## src/clp_pkg.sv

```systemverilog
// Purpose: shared constants and types of the cold load pick-up detector
// Assumes: 125 MHz system clock, 5 ms program cycle
// Notes: timer settings and counts are in program-cycle ticks
package clp_pkg;
  // clock and program cycle
  localparam int CLK_HZ = 125_000_000;
  localparam int MS_PER_S = 1000;
  localparam int CYC_PER_MS = CLK_HZ / MS_PER_S;
  localparam int MSW = 17;
  localparam int TICK_MS = 5;
  localparam logic [2:0] TICK_LAST = 3'(TICK_MS - 1);
  // blocking must arrive this long before a delay expires (far side)
  localparam int BLK_LEAD_MS = 5;
  localparam int BLK_LEAD_TICKS = (BLK_LEAD_MS + TICK_MS - 1) / TICK_MS;
  // widths
  localparam int CW = 16;
  localparam int TW = 19;
  localparam int GW = 3;
  // timer defaults, in ms and in ticks
  localparam int TSET_MS = 10000;
  localparam int TMAX_MS = 30000;
  localparam int TMIN_MS = 40;
  localparam logic [TW-1:0] TSET_DEF = TW'(TSET_MS / TICK_MS);
  localparam logic [TW-1:0] TMAX_DEF = TW'(TMAX_MS / TICK_MS);
  localparam logic [TW-1:0] TMIN_DEF = TW'(TMIN_MS / TICK_MS);
  // comparator hysteresis in percent of setting
  localparam int HYS_PCT = 97;
  localparam int PCT_FULL = 100;
  // event indices
  localparam int NEV = 6;
  localparam int EV_LOW = 0;
  localparam int EV_INR = 1;
  localparam int EV_NRM = 2;
  localparam int EV_OVR = 3;
  localparam int EV_ACT = 4;
  localparam int EV_BLK = 5;
  // operation log
  localparam int LOG_DEPTH = 12;
  localparam int LPW = 4;
  localparam logic [LPW-1:0] LOG_LAST = LPW'(LOG_DEPTH - 1);
  localparam int SW = 32;
  typedef enum logic [1:0] {ST_NORM, ST_ACT, ST_BLK} clp_state_t;
  typedef struct packed {
    logic [SW-1:0] stamp;
    logic [2:0] event_id;
    logic [CW-1:0] i1;
    logic [CW-1:0] i2;
    logic [CW-1:0] i3;
    logic [TW-1:0] to_act;
    logic [TW-1:0] act_time;
    logic [TW-1:0] startup;
    logic [TW-1:0] reclaim;
    logic [GW-1:0] group;
  } clp_rec_t;
endpackage

```

## src/clp_cmp.sv

```systemverilog
// Purpose: one phase against one threshold, resetting at 97 % (above) or 100/97 (below) of threshold
// Assumes: current and threshold share one scale
// Notes: updates only on the program-cycle tick
`timescale 1ns/1ps
module clp_cmp #(
  parameter int CW = 16,
  parameter bit ABOVE = 1'b1
) (
  input wire logic clk_in,
  input wire logic rst_n_in,
  input wire logic tick_in,
  input wire logic [CW-1:0] cur_in,
  input wire logic [CW-1:0] thr_in,
  output logic hit_out
);
  import clp_pkg::*;
  logic [CW+6:0] cur_f, cur_h, thr_f, thr_h;
  logic next_hit;

  // scaled values so that 97 % needs no divider
  always_comb begin
    cur_f = (CW+7)'(cur_in) * (CW+7)'(PCT_FULL);
    cur_h = (CW+7)'(cur_in) * (CW+7)'(HYS_PCT);
    thr_f = (CW+7)'(thr_in) * (CW+7)'(PCT_FULL);
    thr_h = (CW+7)'(thr_in) * (CW+7)'(HYS_PCT);
    next_hit = hit_out;
    if (tick_in) begin
      if (ABOVE) begin
        next_hit = hit_out ? (cur_f > thr_h) : (cur_in > thr_in);
      end else begin
        next_hit = hit_out ? (cur_h <= thr_f) : (cur_in < thr_in);
      end
    end
  end

  // hit register
  always_ff @(posedge clk_in) begin
    if (!rst_n_in) begin
      hit_out <= 1'b0;
    end else begin
      hit_out <= next_hit;
    end
  end
endmodule

```

## src/clp_top.sv

```systemverilog
// Purpose: cold load pick-up detector with timers, events, counters and log
// Assumes: phase currents come from logic on clk_in; block_in may be async
// Notes: one program cycle is TICK_MS ms; timers count those ticks
`timescale 1ns/1ps
// Functional notes
// - blocking sampled once per program cycle
// - pick-up unblocked asserts active, timers run
// - pick-up while blocked gives blocked indication only
// - blocking during active drops output, release path
// - start timer, 5 ms steps, 10 s default
// - maximum timer, 30 s default, limits inrush
// - minimum timer, 40 ms default, also reclaim
// - activate after low current for start time
// - inrush while active runs maximum timer
// - back between thresholds ends start-up
// - nonzero minimum time prolongs active output
// - low ends early: no activation; zero immediate
// - overcurrent while active releases at once
// - inrush until maximum expiry releases output
// - no inrush once minimum time since activation is done releases output
// - inrush in minimum: hold until max or done
// - time-stamped selectable ON/OFF events, six kinds
// - clearable counters of activations and blocks
// - circular log of twelve newest ON records
// - record: time, event, currents, timers, group
// - low means all three phases below
// - inrush means all three phases above
// - overcurrent means any phase above
// - inrush and over comparators reset at 97 % of setting, low ones at 100/97 of setting
module clp_top #(
  parameter int CYC_PER_MS = clp_pkg::CYC_PER_MS
) (
  input wire logic clk_in,
  input wire logic rst_n_in,
  input wire logic [clp_pkg::CW-1:0] cur_l1_in,
  input wire logic [clp_pkg::CW-1:0] cur_l2_in,
  input wire logic [clp_pkg::CW-1:0] cur_l3_in,
  input wire logic [clp_pkg::CW-1:0] thr_low_in,
  input wire logic [clp_pkg::CW-1:0] thr_inrush_in,
  input wire logic [clp_pkg::CW-1:0] thr_over_in,
  input wire logic [clp_pkg::TW-1:0] t_start_in,
  input wire logic [clp_pkg::TW-1:0] t_max_in,
  input wire logic [clp_pkg::TW-1:0] t_min_in,
  input wire logic block_in,
  input wire logic [clp_pkg::GW-1:0] group_in,
  input wire logic [clp_pkg::NEV-1:0] ev_on_sel_in,
  input wire logic [clp_pkg::NEV-1:0] ev_off_sel_in,
  input wire logic cnt_clear_in,
  input wire logic [clp_pkg::LPW-1:0] log_idx_in,
  output logic cold_load_active_out,
  output logic blocked_out,
  output logic [clp_pkg::NEV-1:0] cold_load_event_block_on_out,
  output logic [clp_pkg::NEV-1:0] cold_load_event_block_off_out,
  output logic [clp_pkg::SW-1:0] ev_time_out,
  output logic [15:0] act_count_out,
  output logic [15:0] blk_count_out,
  output logic [clp_pkg::LPW-1:0] log_count_out,
  output logic log_valid_out,
  output logic [clp_pkg::SW-1:0] log_time_out,
  output logic [2:0] log_event_out,
  output logic [clp_pkg::CW-1:0] log_i1_out,
  output logic [clp_pkg::CW-1:0] log_i2_out,
  output logic [clp_pkg::CW-1:0] log_i3_out,
  output logic [clp_pkg::TW-1:0] log_to_act_out,
  output logic [clp_pkg::TW-1:0] log_act_time_out,
  output logic [clp_pkg::TW-1:0] log_startup_out,
  output logic [clp_pkg::TW-1:0] log_reclaim_out,
  output logic [clp_pkg::GW-1:0] log_group_out
);
  import clp_pkg::*;
  // saturating tick counter step
  function automatic logic [TW-1:0] inc(input logic [TW-1:0] v);
    return (&v) ? v : TW'(v + 1'b1);
  endfunction
  logic [MSW-1:0] ms_cnt, next_ms_cnt;
  logic [2:0] sub_cnt, next_sub_cnt;
  logic [SW-1:0] ms_time, next_ms_time;
  logic ms_en, tick, next_tick, tick_d;
  logic blk_m, blk_q, blk_s, next_blk_s;
  logic [CW-1:0] cur1, cur2, cur3, next_cur1, next_cur2, next_cur3;
  logic [2:0] low_hit, inr_hit, ovr_hit;
  logic low, inr, ovr, nrm;
  clp_state_t state, next_state;
  logic [TW-1:0] low_cnt, min_cnt, max_cnt;
  logic [TW-1:0] next_low_cnt, next_min_cnt, next_max_cnt;
  logic [TW-1:0] low_inc, min_inc, max_inc;
  logic fire_act, fire_blk, next_act, next_blkd;
  logic [NEV-1:0] lv, lv_prev, next_ev_on, next_ev_off;
  logic [15:0] next_act_cnt, next_blk_cnt;
  clp_rec_t log_mem [LOG_DEPTH];
  clp_rec_t wr_rec, rd_rec, next_rd_rec;
  logic [LPW-1:0] wr_ptr, next_wr_ptr, next_log_cnt;
  logic [LPW:0] rd_sum;
  logic [LPW-1:0] rd_idx;
  logic next_log_valid;
  // millisecond divider, timestamp and program-cycle tick
  always_comb begin
    ms_en = (ms_cnt == MSW'(CYC_PER_MS - 1));
    next_ms_cnt = ms_en ? '0 : MSW'(ms_cnt + 1'b1);
    next_ms_time = ms_en ? SW'(ms_time + 1'b1) : ms_time;
    next_sub_cnt = sub_cnt;
    next_tick = 1'b0;
    if (ms_en) begin
      next_tick = (sub_cnt == TICK_LAST);
      next_sub_cnt = next_tick ? 3'h0 : 3'(sub_cnt + 1'b1);
    end
  end
  always_ff @(posedge clk_in) begin
    if (!rst_n_in) begin
      ms_cnt <= '0;
      sub_cnt <= 3'h0;
      ms_time <= '0;
      tick <= 1'b0;
      tick_d <= 1'b0;
    end else begin
      ms_cnt <= next_ms_cnt;
      sub_cnt <= next_sub_cnt;
      ms_time <= next_ms_time;
      tick <= next_tick;
      tick_d <= tick;
    end
  end
  // blocking synchroniser and per-cycle sample of block and currents
  always_comb begin
    next_blk_s = tick ? blk_q : blk_s;
    next_cur1 = tick ? cur_l1_in : cur1;
    next_cur2 = tick ? cur_l2_in : cur2;
    next_cur3 = tick ? cur_l3_in : cur3;
  end
  always_ff @(posedge clk_in) begin
    if (!rst_n_in) begin
      blk_m <= 1'b0;
      blk_q <= 1'b0;
      blk_s <= 1'b0;
      cur1 <= '0;
      cur2 <= '0;
      cur3 <= '0;
    end else begin
      blk_m <= block_in;
      blk_q <= blk_m;
      blk_s <= next_blk_s;
      cur1 <= next_cur1;
      cur2 <= next_cur2;
      cur3 <= next_cur3;
    end
  end
  // nine comparators: three phases against three thresholds
  for (genvar p = 0; p < 3; p++) begin : g_ph
    logic [CW-1:0] cur_p;
    assign cur_p = (p == 0) ? cur_l1_in : ((p == 1) ? cur_l2_in : cur_l3_in);
    clp_cmp #(.CW(CW), .ABOVE(1'b0)) u_low (
      .clk_in(clk_in), .rst_n_in(rst_n_in), .tick_in(tick),
      .cur_in(cur_p), .thr_in(thr_low_in), .hit_out(low_hit[p]));
    clp_cmp #(.CW(CW), .ABOVE(1'b1)) u_inr (
      .clk_in(clk_in), .rst_n_in(rst_n_in), .tick_in(tick),
      .cur_in(cur_p), .thr_in(thr_inrush_in), .hit_out(inr_hit[p]));
    clp_cmp #(.CW(CW), .ABOVE(1'b1)) u_ovr (
      .clk_in(clk_in), .rst_n_in(rst_n_in), .tick_in(tick),
      .cur_in(cur_p), .thr_in(thr_over_in), .hit_out(ovr_hit[p]));
  end
  // phase conditions
  assign low = &low_hit;
  assign inr = &inr_hit;
  assign ovr = |ovr_hit;
  assign nrm = !low && !inr && !ovr;
  // pick-up state machine and its three timers, evaluated once per tick
  always_comb begin
    next_state = state;
    next_low_cnt = low_cnt;
    next_min_cnt = min_cnt;
    next_max_cnt = max_cnt;
    low_inc = inc(low_cnt);
    min_inc = inc(min_cnt);
    max_inc = inc(max_cnt);
    fire_act = 1'b0;
    fire_blk = 1'b0;
    if (tick_d) begin
      case (state)
        ST_NORM: begin
          if (!low) begin
            next_low_cnt = '0;
          end else if (low_inc >= t_start_in) begin
            fire_blk = blk_s;
            fire_act = !blk_s;
            next_state = blk_s ? ST_BLK : ST_ACT;
            next_min_cnt = '0;
            next_max_cnt = '0;
          end else begin
            next_low_cnt = low_inc;
          end
        end
        ST_ACT: begin
          next_min_cnt = min_inc;
          if (blk_s || ovr) begin
            next_state = ST_NORM;
            next_low_cnt = '0;
          end else if (inr) begin
            next_max_cnt = max_inc;
            if (max_inc >= t_max_in) begin
              next_state = ST_NORM;
              next_low_cnt = '0;
            end
          end else begin
            next_max_cnt = '0;
            if (min_inc >= t_min_in) begin
              next_state = ST_NORM;
              next_low_cnt = '0;
            end
          end
        end
        ST_BLK: begin
          if (!low || !blk_s) begin
            next_state = ST_NORM;
            next_low_cnt = '0;
          end
        end
        default: begin
          next_state = ST_NORM;
        end
      endcase
    end
    next_act = (next_state == ST_ACT);
    next_blkd = (next_state == ST_BLK);
  end
  always_ff @(posedge clk_in) begin
    if (!rst_n_in) begin
      state <= ST_NORM;
      low_cnt <= '0;
      min_cnt <= '0;
      max_cnt <= '0;
      cold_load_active_out <= 1'b0;
      blocked_out <= 1'b0;
    end else begin
      state <= next_state;
      low_cnt <= next_low_cnt;
      min_cnt <= next_min_cnt;
      max_cnt <= next_max_cnt;
      cold_load_active_out <= next_act;
      blocked_out <= next_blkd;
    end
  end
  // edge events with ON/OFF selection and timestamp
  always_comb begin
    lv = '0;
    lv[EV_LOW] = low;
    lv[EV_INR] = inr;
    lv[EV_NRM] = nrm;
    lv[EV_OVR] = ovr;
    lv[EV_ACT] = cold_load_active_out;
    lv[EV_BLK] = blocked_out;
    next_ev_on = lv & ~lv_prev & ev_on_sel_in;
    next_ev_off = ~lv & lv_prev & ev_off_sel_in;
  end
  always_ff @(posedge clk_in) begin
    if (!rst_n_in) begin
      lv_prev <= NEV'(1) << EV_NRM; // load is normal at rest, no false ON after reset
      cold_load_event_block_on_out <= '0;
      cold_load_event_block_off_out <= '0;
      ev_time_out <= '0;
    end else begin
      lv_prev <= lv;
      cold_load_event_block_on_out <= next_ev_on;
      cold_load_event_block_off_out <= next_ev_off;
      ev_time_out <= ms_time;
    end
  end
  // cumulative counters, a count in the clearing cycle survives
  always_comb begin
    next_act_cnt = cnt_clear_in ? 16'h0000 : act_count_out;
    next_blk_cnt = cnt_clear_in ? 16'h0000 : blk_count_out;
    if (fire_act) begin
      next_act_cnt = 16'(next_act_cnt + 1'b1);
    end
    if (fire_blk) begin
      next_blk_cnt = 16'(next_blk_cnt + 1'b1);
    end
  end
  always_ff @(posedge clk_in) begin
    if (!rst_n_in) begin
      act_count_out <= 16'h0000;
      blk_count_out <= 16'h0000;
    end else begin
      act_count_out <= next_act_cnt;
      blk_count_out <= next_blk_cnt;
    end
  end
  // operation log: record build, write pointer, newest-first read
  always_comb begin
    wr_rec.stamp = ms_time;
    wr_rec.event_id = fire_act ? 3'(EV_ACT) : 3'(EV_BLK);
    wr_rec.i1 = cur1;
    wr_rec.i2 = cur2;
    wr_rec.i3 = cur3;
    wr_rec.to_act = (t_start_in > low_cnt) ? TW'(t_start_in - low_cnt) : '0;
    wr_rec.act_time = min_cnt;
    wr_rec.startup = max_cnt;
    wr_rec.reclaim = (t_min_in > min_cnt) ? TW'(t_min_in - min_cnt) : '0;
    wr_rec.group = group_in;
    next_wr_ptr = wr_ptr;
    next_log_cnt = log_count_out;
    if (fire_act || fire_blk) begin
      next_wr_ptr = (wr_ptr == LOG_LAST) ? '0 : LPW'(wr_ptr + 1'b1);
      next_log_cnt = (log_count_out == LPW'(LOG_DEPTH)) ?
                     log_count_out : LPW'(log_count_out + 1'b1);
    end
    rd_sum = (LPW+1)'(wr_ptr) + (LPW+1)'(LOG_LAST) - (LPW+1)'(log_idx_in);
    rd_idx = (rd_sum >= (LPW+1)'(LOG_DEPTH)) ?
             LPW'(rd_sum - (LPW+1)'(LOG_DEPTH)) : LPW'(rd_sum);
    next_log_valid = (log_idx_in < log_count_out);
    next_rd_rec = next_log_valid ? log_mem[rd_idx] : '0;
  end
  always_ff @(posedge clk_in) begin
    if (fire_act || fire_blk) begin
      log_mem[wr_ptr] <= wr_rec;
    end
    if (!rst_n_in) begin
      wr_ptr <= '0;
      log_count_out <= '0;
      log_valid_out <= 1'b0;
      rd_rec <= '0;
    end else begin
      wr_ptr <= next_wr_ptr;
      log_count_out <= next_log_cnt;
      log_valid_out <= next_log_valid;
      rd_rec <= next_rd_rec;
    end
  end
  // record fields out of the read register, in record order
  assign {log_time_out, log_event_out, log_i1_out, log_i2_out, log_i3_out, log_to_act_out,
          log_act_time_out, log_startup_out, log_reclaim_out, log_group_out} = rd_rec;
endmodule
```

## config.mk

```make
export PLATFORM = sky130hd
export DESIGN_NAME = clp_top
export DESIGN_NICKNAME = d
export VERILOG_FILES = /design/src/clp_pkg.sv /design/src/clp_cmp.sv /design/src/clp_top.sv
export SDC_FILE = /design/constraint.sdc
export NUM_CORES = 2
export LEC_CHECK = 0
export BUFFER_PORTS_ARGS = -buffer_cell sky130_fd_sc_hd__buf_2
export CAP_MARGIN = 15
export CELL_PAD_IN_SITES_DETAIL_PLACEMENT = 0
export CELL_PAD_IN_SITES_GLOBAL_PLACEMENT = 2
export CORE_ASPECT_RATIO = 1.4
export CORE_UTILIZATION = 40
export DETAILED_ROUTE_END_ITERATION = 10
export PLACE_DENSITY = 0.8
export SLEW_MARGIN = 20
export SYNTH_ARGS = -nofsm -noshare
export SYNTH_HDL_FRONTEND = slang
export SYNTH_SLANG_ARGS = --single-unit
```

## constraint.sdc

```tcl
create_clock -name clk_in -period 33.9 [get_ports clk_in]
set_input_delay 5.085 -clock clk_in [delete_from_list [all_inputs] [get_ports clk_in]]
set_output_delay 5.085 -clock clk_in [all_outputs]
set_load 0.02 [all_outputs]
```

==> results.ini <==
[status]
outcome = finished, final reports clean

[place]
pre_cts_ws_ns = 22.94
io_buffers = 419
placed_area_sq_um = 118000
place_hpwl_um = 209000
gp_congestion = 0.915

[global_route]
grt_antenna_before_repair = 35
grt_pass1_vias = 67500
grt_pass1_wl_um = 456000
grt_use_total_pct = 22.3
grt_max_degree = 96
grt-ovfl-total = 0

[power]
share_comb_of_total_power_pct = 20.6
switching_share_pct = 28.2
vdd_drop_max_uv = 43.3
p_leak_nw = 48.7
p_int_mw = 5.05
p_seq_share_pct = 44.3
p_switching_mw = 1.98
clkPwrFrac_pct = 35.0
powerDensity_nw_per_um2 = 56.4

[worst_setup_path]
cp_num_buf_inv = 1
worst_ep_required_time_ns = 34.64
endpoint_kind = register
slowest_delay_ns = 0.67
crit_path_frequent_cell = ha_1
worstPathArrival_ns = 10.99
worst-setup-path-type = in2reg
cp_max_fo = 8
crit_family = compound AO/OA/AOI/OAI gates
cp_slowest_cell = o41ai_1
start_kind = primary input
path_cells = buf_2 -> ha_1 -> ha_1 -> ha_1 -> fa_1 -> ha_1 -> o21a_1 -> nor2_1 -> a21oi_1 -> a41o_1 -> o41ai_1 -> o2111ai_1 -> a21oi_1 -> xnor2_1 -> ha_1 -> a21o_1 -> a21oi_1 -> o21ai_0 -> a211oi_1 -> a21oi_1 -> a211oi_1

[sta]
hold_viol_final = 0
relSlewSlack_pct = 21.8
min_period_ns = 10.25
fin_worst_skew_ns = 0.0705
setup_viol = 0
drv_slew = 0
whs_ns = 0.430
final.period_utilization_pct = 30.2
fin_tns_setup_ns = 0
worstMarginPinSlew_ns = 1.16
worst_slack_ns = 23.65
fmax_mhz = 97.5
rsz0062_at_grt = no

[floorplan]
die_h_um = 625
ios = 421
dieArea_sq_um = 279000
rows = 228
initial_core_util_pct = 40.2
coreArea_sq_um = 276000
fp.dieW_um = 447

[cts]
clock-sinks = 2347
ctsHoldBuffers = 0
clockBufferDepth = 4
tritoncts = yes
clockRootBuffer = clkbuf_16
cts_buffers = 216
clk_pin_slew_ns = 0.06
post_cts_buffers = 0
htree_levels = 4
cts_resized = 0
clock_latency_ns = 0.88

[layout]
final_cell_area_sq_um = 125000
postLayoutCoreUtil_pct = 45.3
drive_above_1_share_pct = 17.3
syn_to_final_growth_pct = 12.5
nNetsFinal = 9032

[yosys]
yosys_warnings = 0
synth_cell_type_count = 94
syn_inst = 7372
synth_edf_count = 1920
yosysMostFrequentCell = edfxtp_1
synth_area_leaders = edfxtp_1 (52%), ha_1 (10%), mux4_2 (9.8%), dfxtp_1 (7.7%), mux2i_1 (2.0%)
ys.flop_type = edfxtp_1
yosys.area.top_type_share_pct = 52.0
synth_top_cell_by_area = edfxtp_1
synthArstFlopShare_pct = 0
synth_commonest_cells = edfxtp_1 (1,920), ha_1 (903), inv_1 (481)
synth-seq-cells = 2347
ys_seq_area_share_pct = 59.7
syn_area_sq_um = 111000
syn_avg_cell_area_sq_um = 15.0
synth_nets = 8544

[routing]
wl_um = 314000
drcViolationCount = 0
dr.pass1.iters = 5
vias = 65700
post_drt_wl_per_cell_um = 26.8
drt_iter0_drc = 4640
ant_nets = 0
viasPerCell = 5.59

[flow_run]
maxCapViolCount = 0

[worst_hold_path]
hold_path.class = reg2reg

==> placed cells by master (no fill, tap or decap), drive strengths merged, types with 216 or more instances in the layout <==
master,count
nor2,468
mux2i,216
ha,903
clkbuf,285
inv,494
edfxtp,1920
a21oi,255
mux4,480
dfxtp,427
buf,518
==> area by class of cell <==
type                    instances  area [sq um]
clock buffers                 285          5860
inverters                     483          1820
well taps                    3680          4600
diodes                         20          50.0
fillers                     24300        151000
repair buffers                518          2930
flip-flops and latches       2347         66200
multi-input cells            4294         42000
clock inverters               110          1220
==> metrics by stage <==
stage | power (mW) | std cells
finish | 7.03 | 11700
global route | 7.32 | 11700
CTS | 7.08 | 11700
detailed placement | 4.62 | 11300
global placement | 4.59 | 11300
floorplan | 4.15 | 7372
==> flip-flops by register name (all words and copies together) (netlist names), 32 cells and up <==
name and count:
ms_time 32, ev_time_out 32, log_time_out 32, log_mem 1920
==> worst paths after layout <==
check | start | end | slack (ns) | depth (start not counted)
worst min register to register | lv_prev[0] | cold_load_event_block_off_out[0] | 0.43 | 2
worst max-delay path | cur_l3_in[5] | g_ph[2].u_low.hit_out | 23.65 | 21
worst max register to register | low_cnt[0] | log_mem[7][112] | 26.35 | 21
worst min-delay path | lv_prev[0] | cold_load_event_block_off_out[0] | 0.43 | 2
==> power by group through the flow <==
stage | combinational [mW] | sequential, mW | clock [mW]
floorplan | 0.957 | 3.19 | 0
global placement | 1.41 | 3.18 | 0
detailed placement | 1.44 | 3.18 | 0
CTS | 1.45 | 3.12 | 2.51
global route | 1.60 | 3.12 | 2.61
finish | 1.45 | 3.12 | 2.46
==> routing by layer <==
layer | routed length (um) | track usage, % | up-vias
li1 | - | - | 29400
met1 | 125000 | 27.6 | 33800
met2 | 158000 | 39.3 | 1936
met3 | 18300 | 3.20 | 482
met4 | 12700 | 8.45 | 12
met5 | 79 | 0 | -
==> worst reg2reg max path: cells and delay by family, from the launching register on <==
kind | cells | cell delay, ns
adders and majority gates | 2 | 0.59
and+or+nand+nor | 12 | 2.48
AOI/OAI and AO/OA | 2 | 0.77
DFF | 1 | 0.40
xor gates and xnor gates | 1 | 0.15
buffers and inverters | 4 | 2.72
==> cell families (layout without fill, tap and decap cells) <==
logic type	after synthesis	after routing	share of synthesized area [%]
flip-flops	2347	2347	59.7
buffers and inverters	731	1396	2.51
AO/OA/AOI/OAI	1019	1019	6.15
AND/OR/NAND/NOR	1304	1304	5.80
XOR/XNOR	271	271	2.14
other	1	21	0.00338
multiplexers	701	701	11.8
adder cells (fa/ha/maj)	998	998	11.9
(Power assumes the default switching activity.)
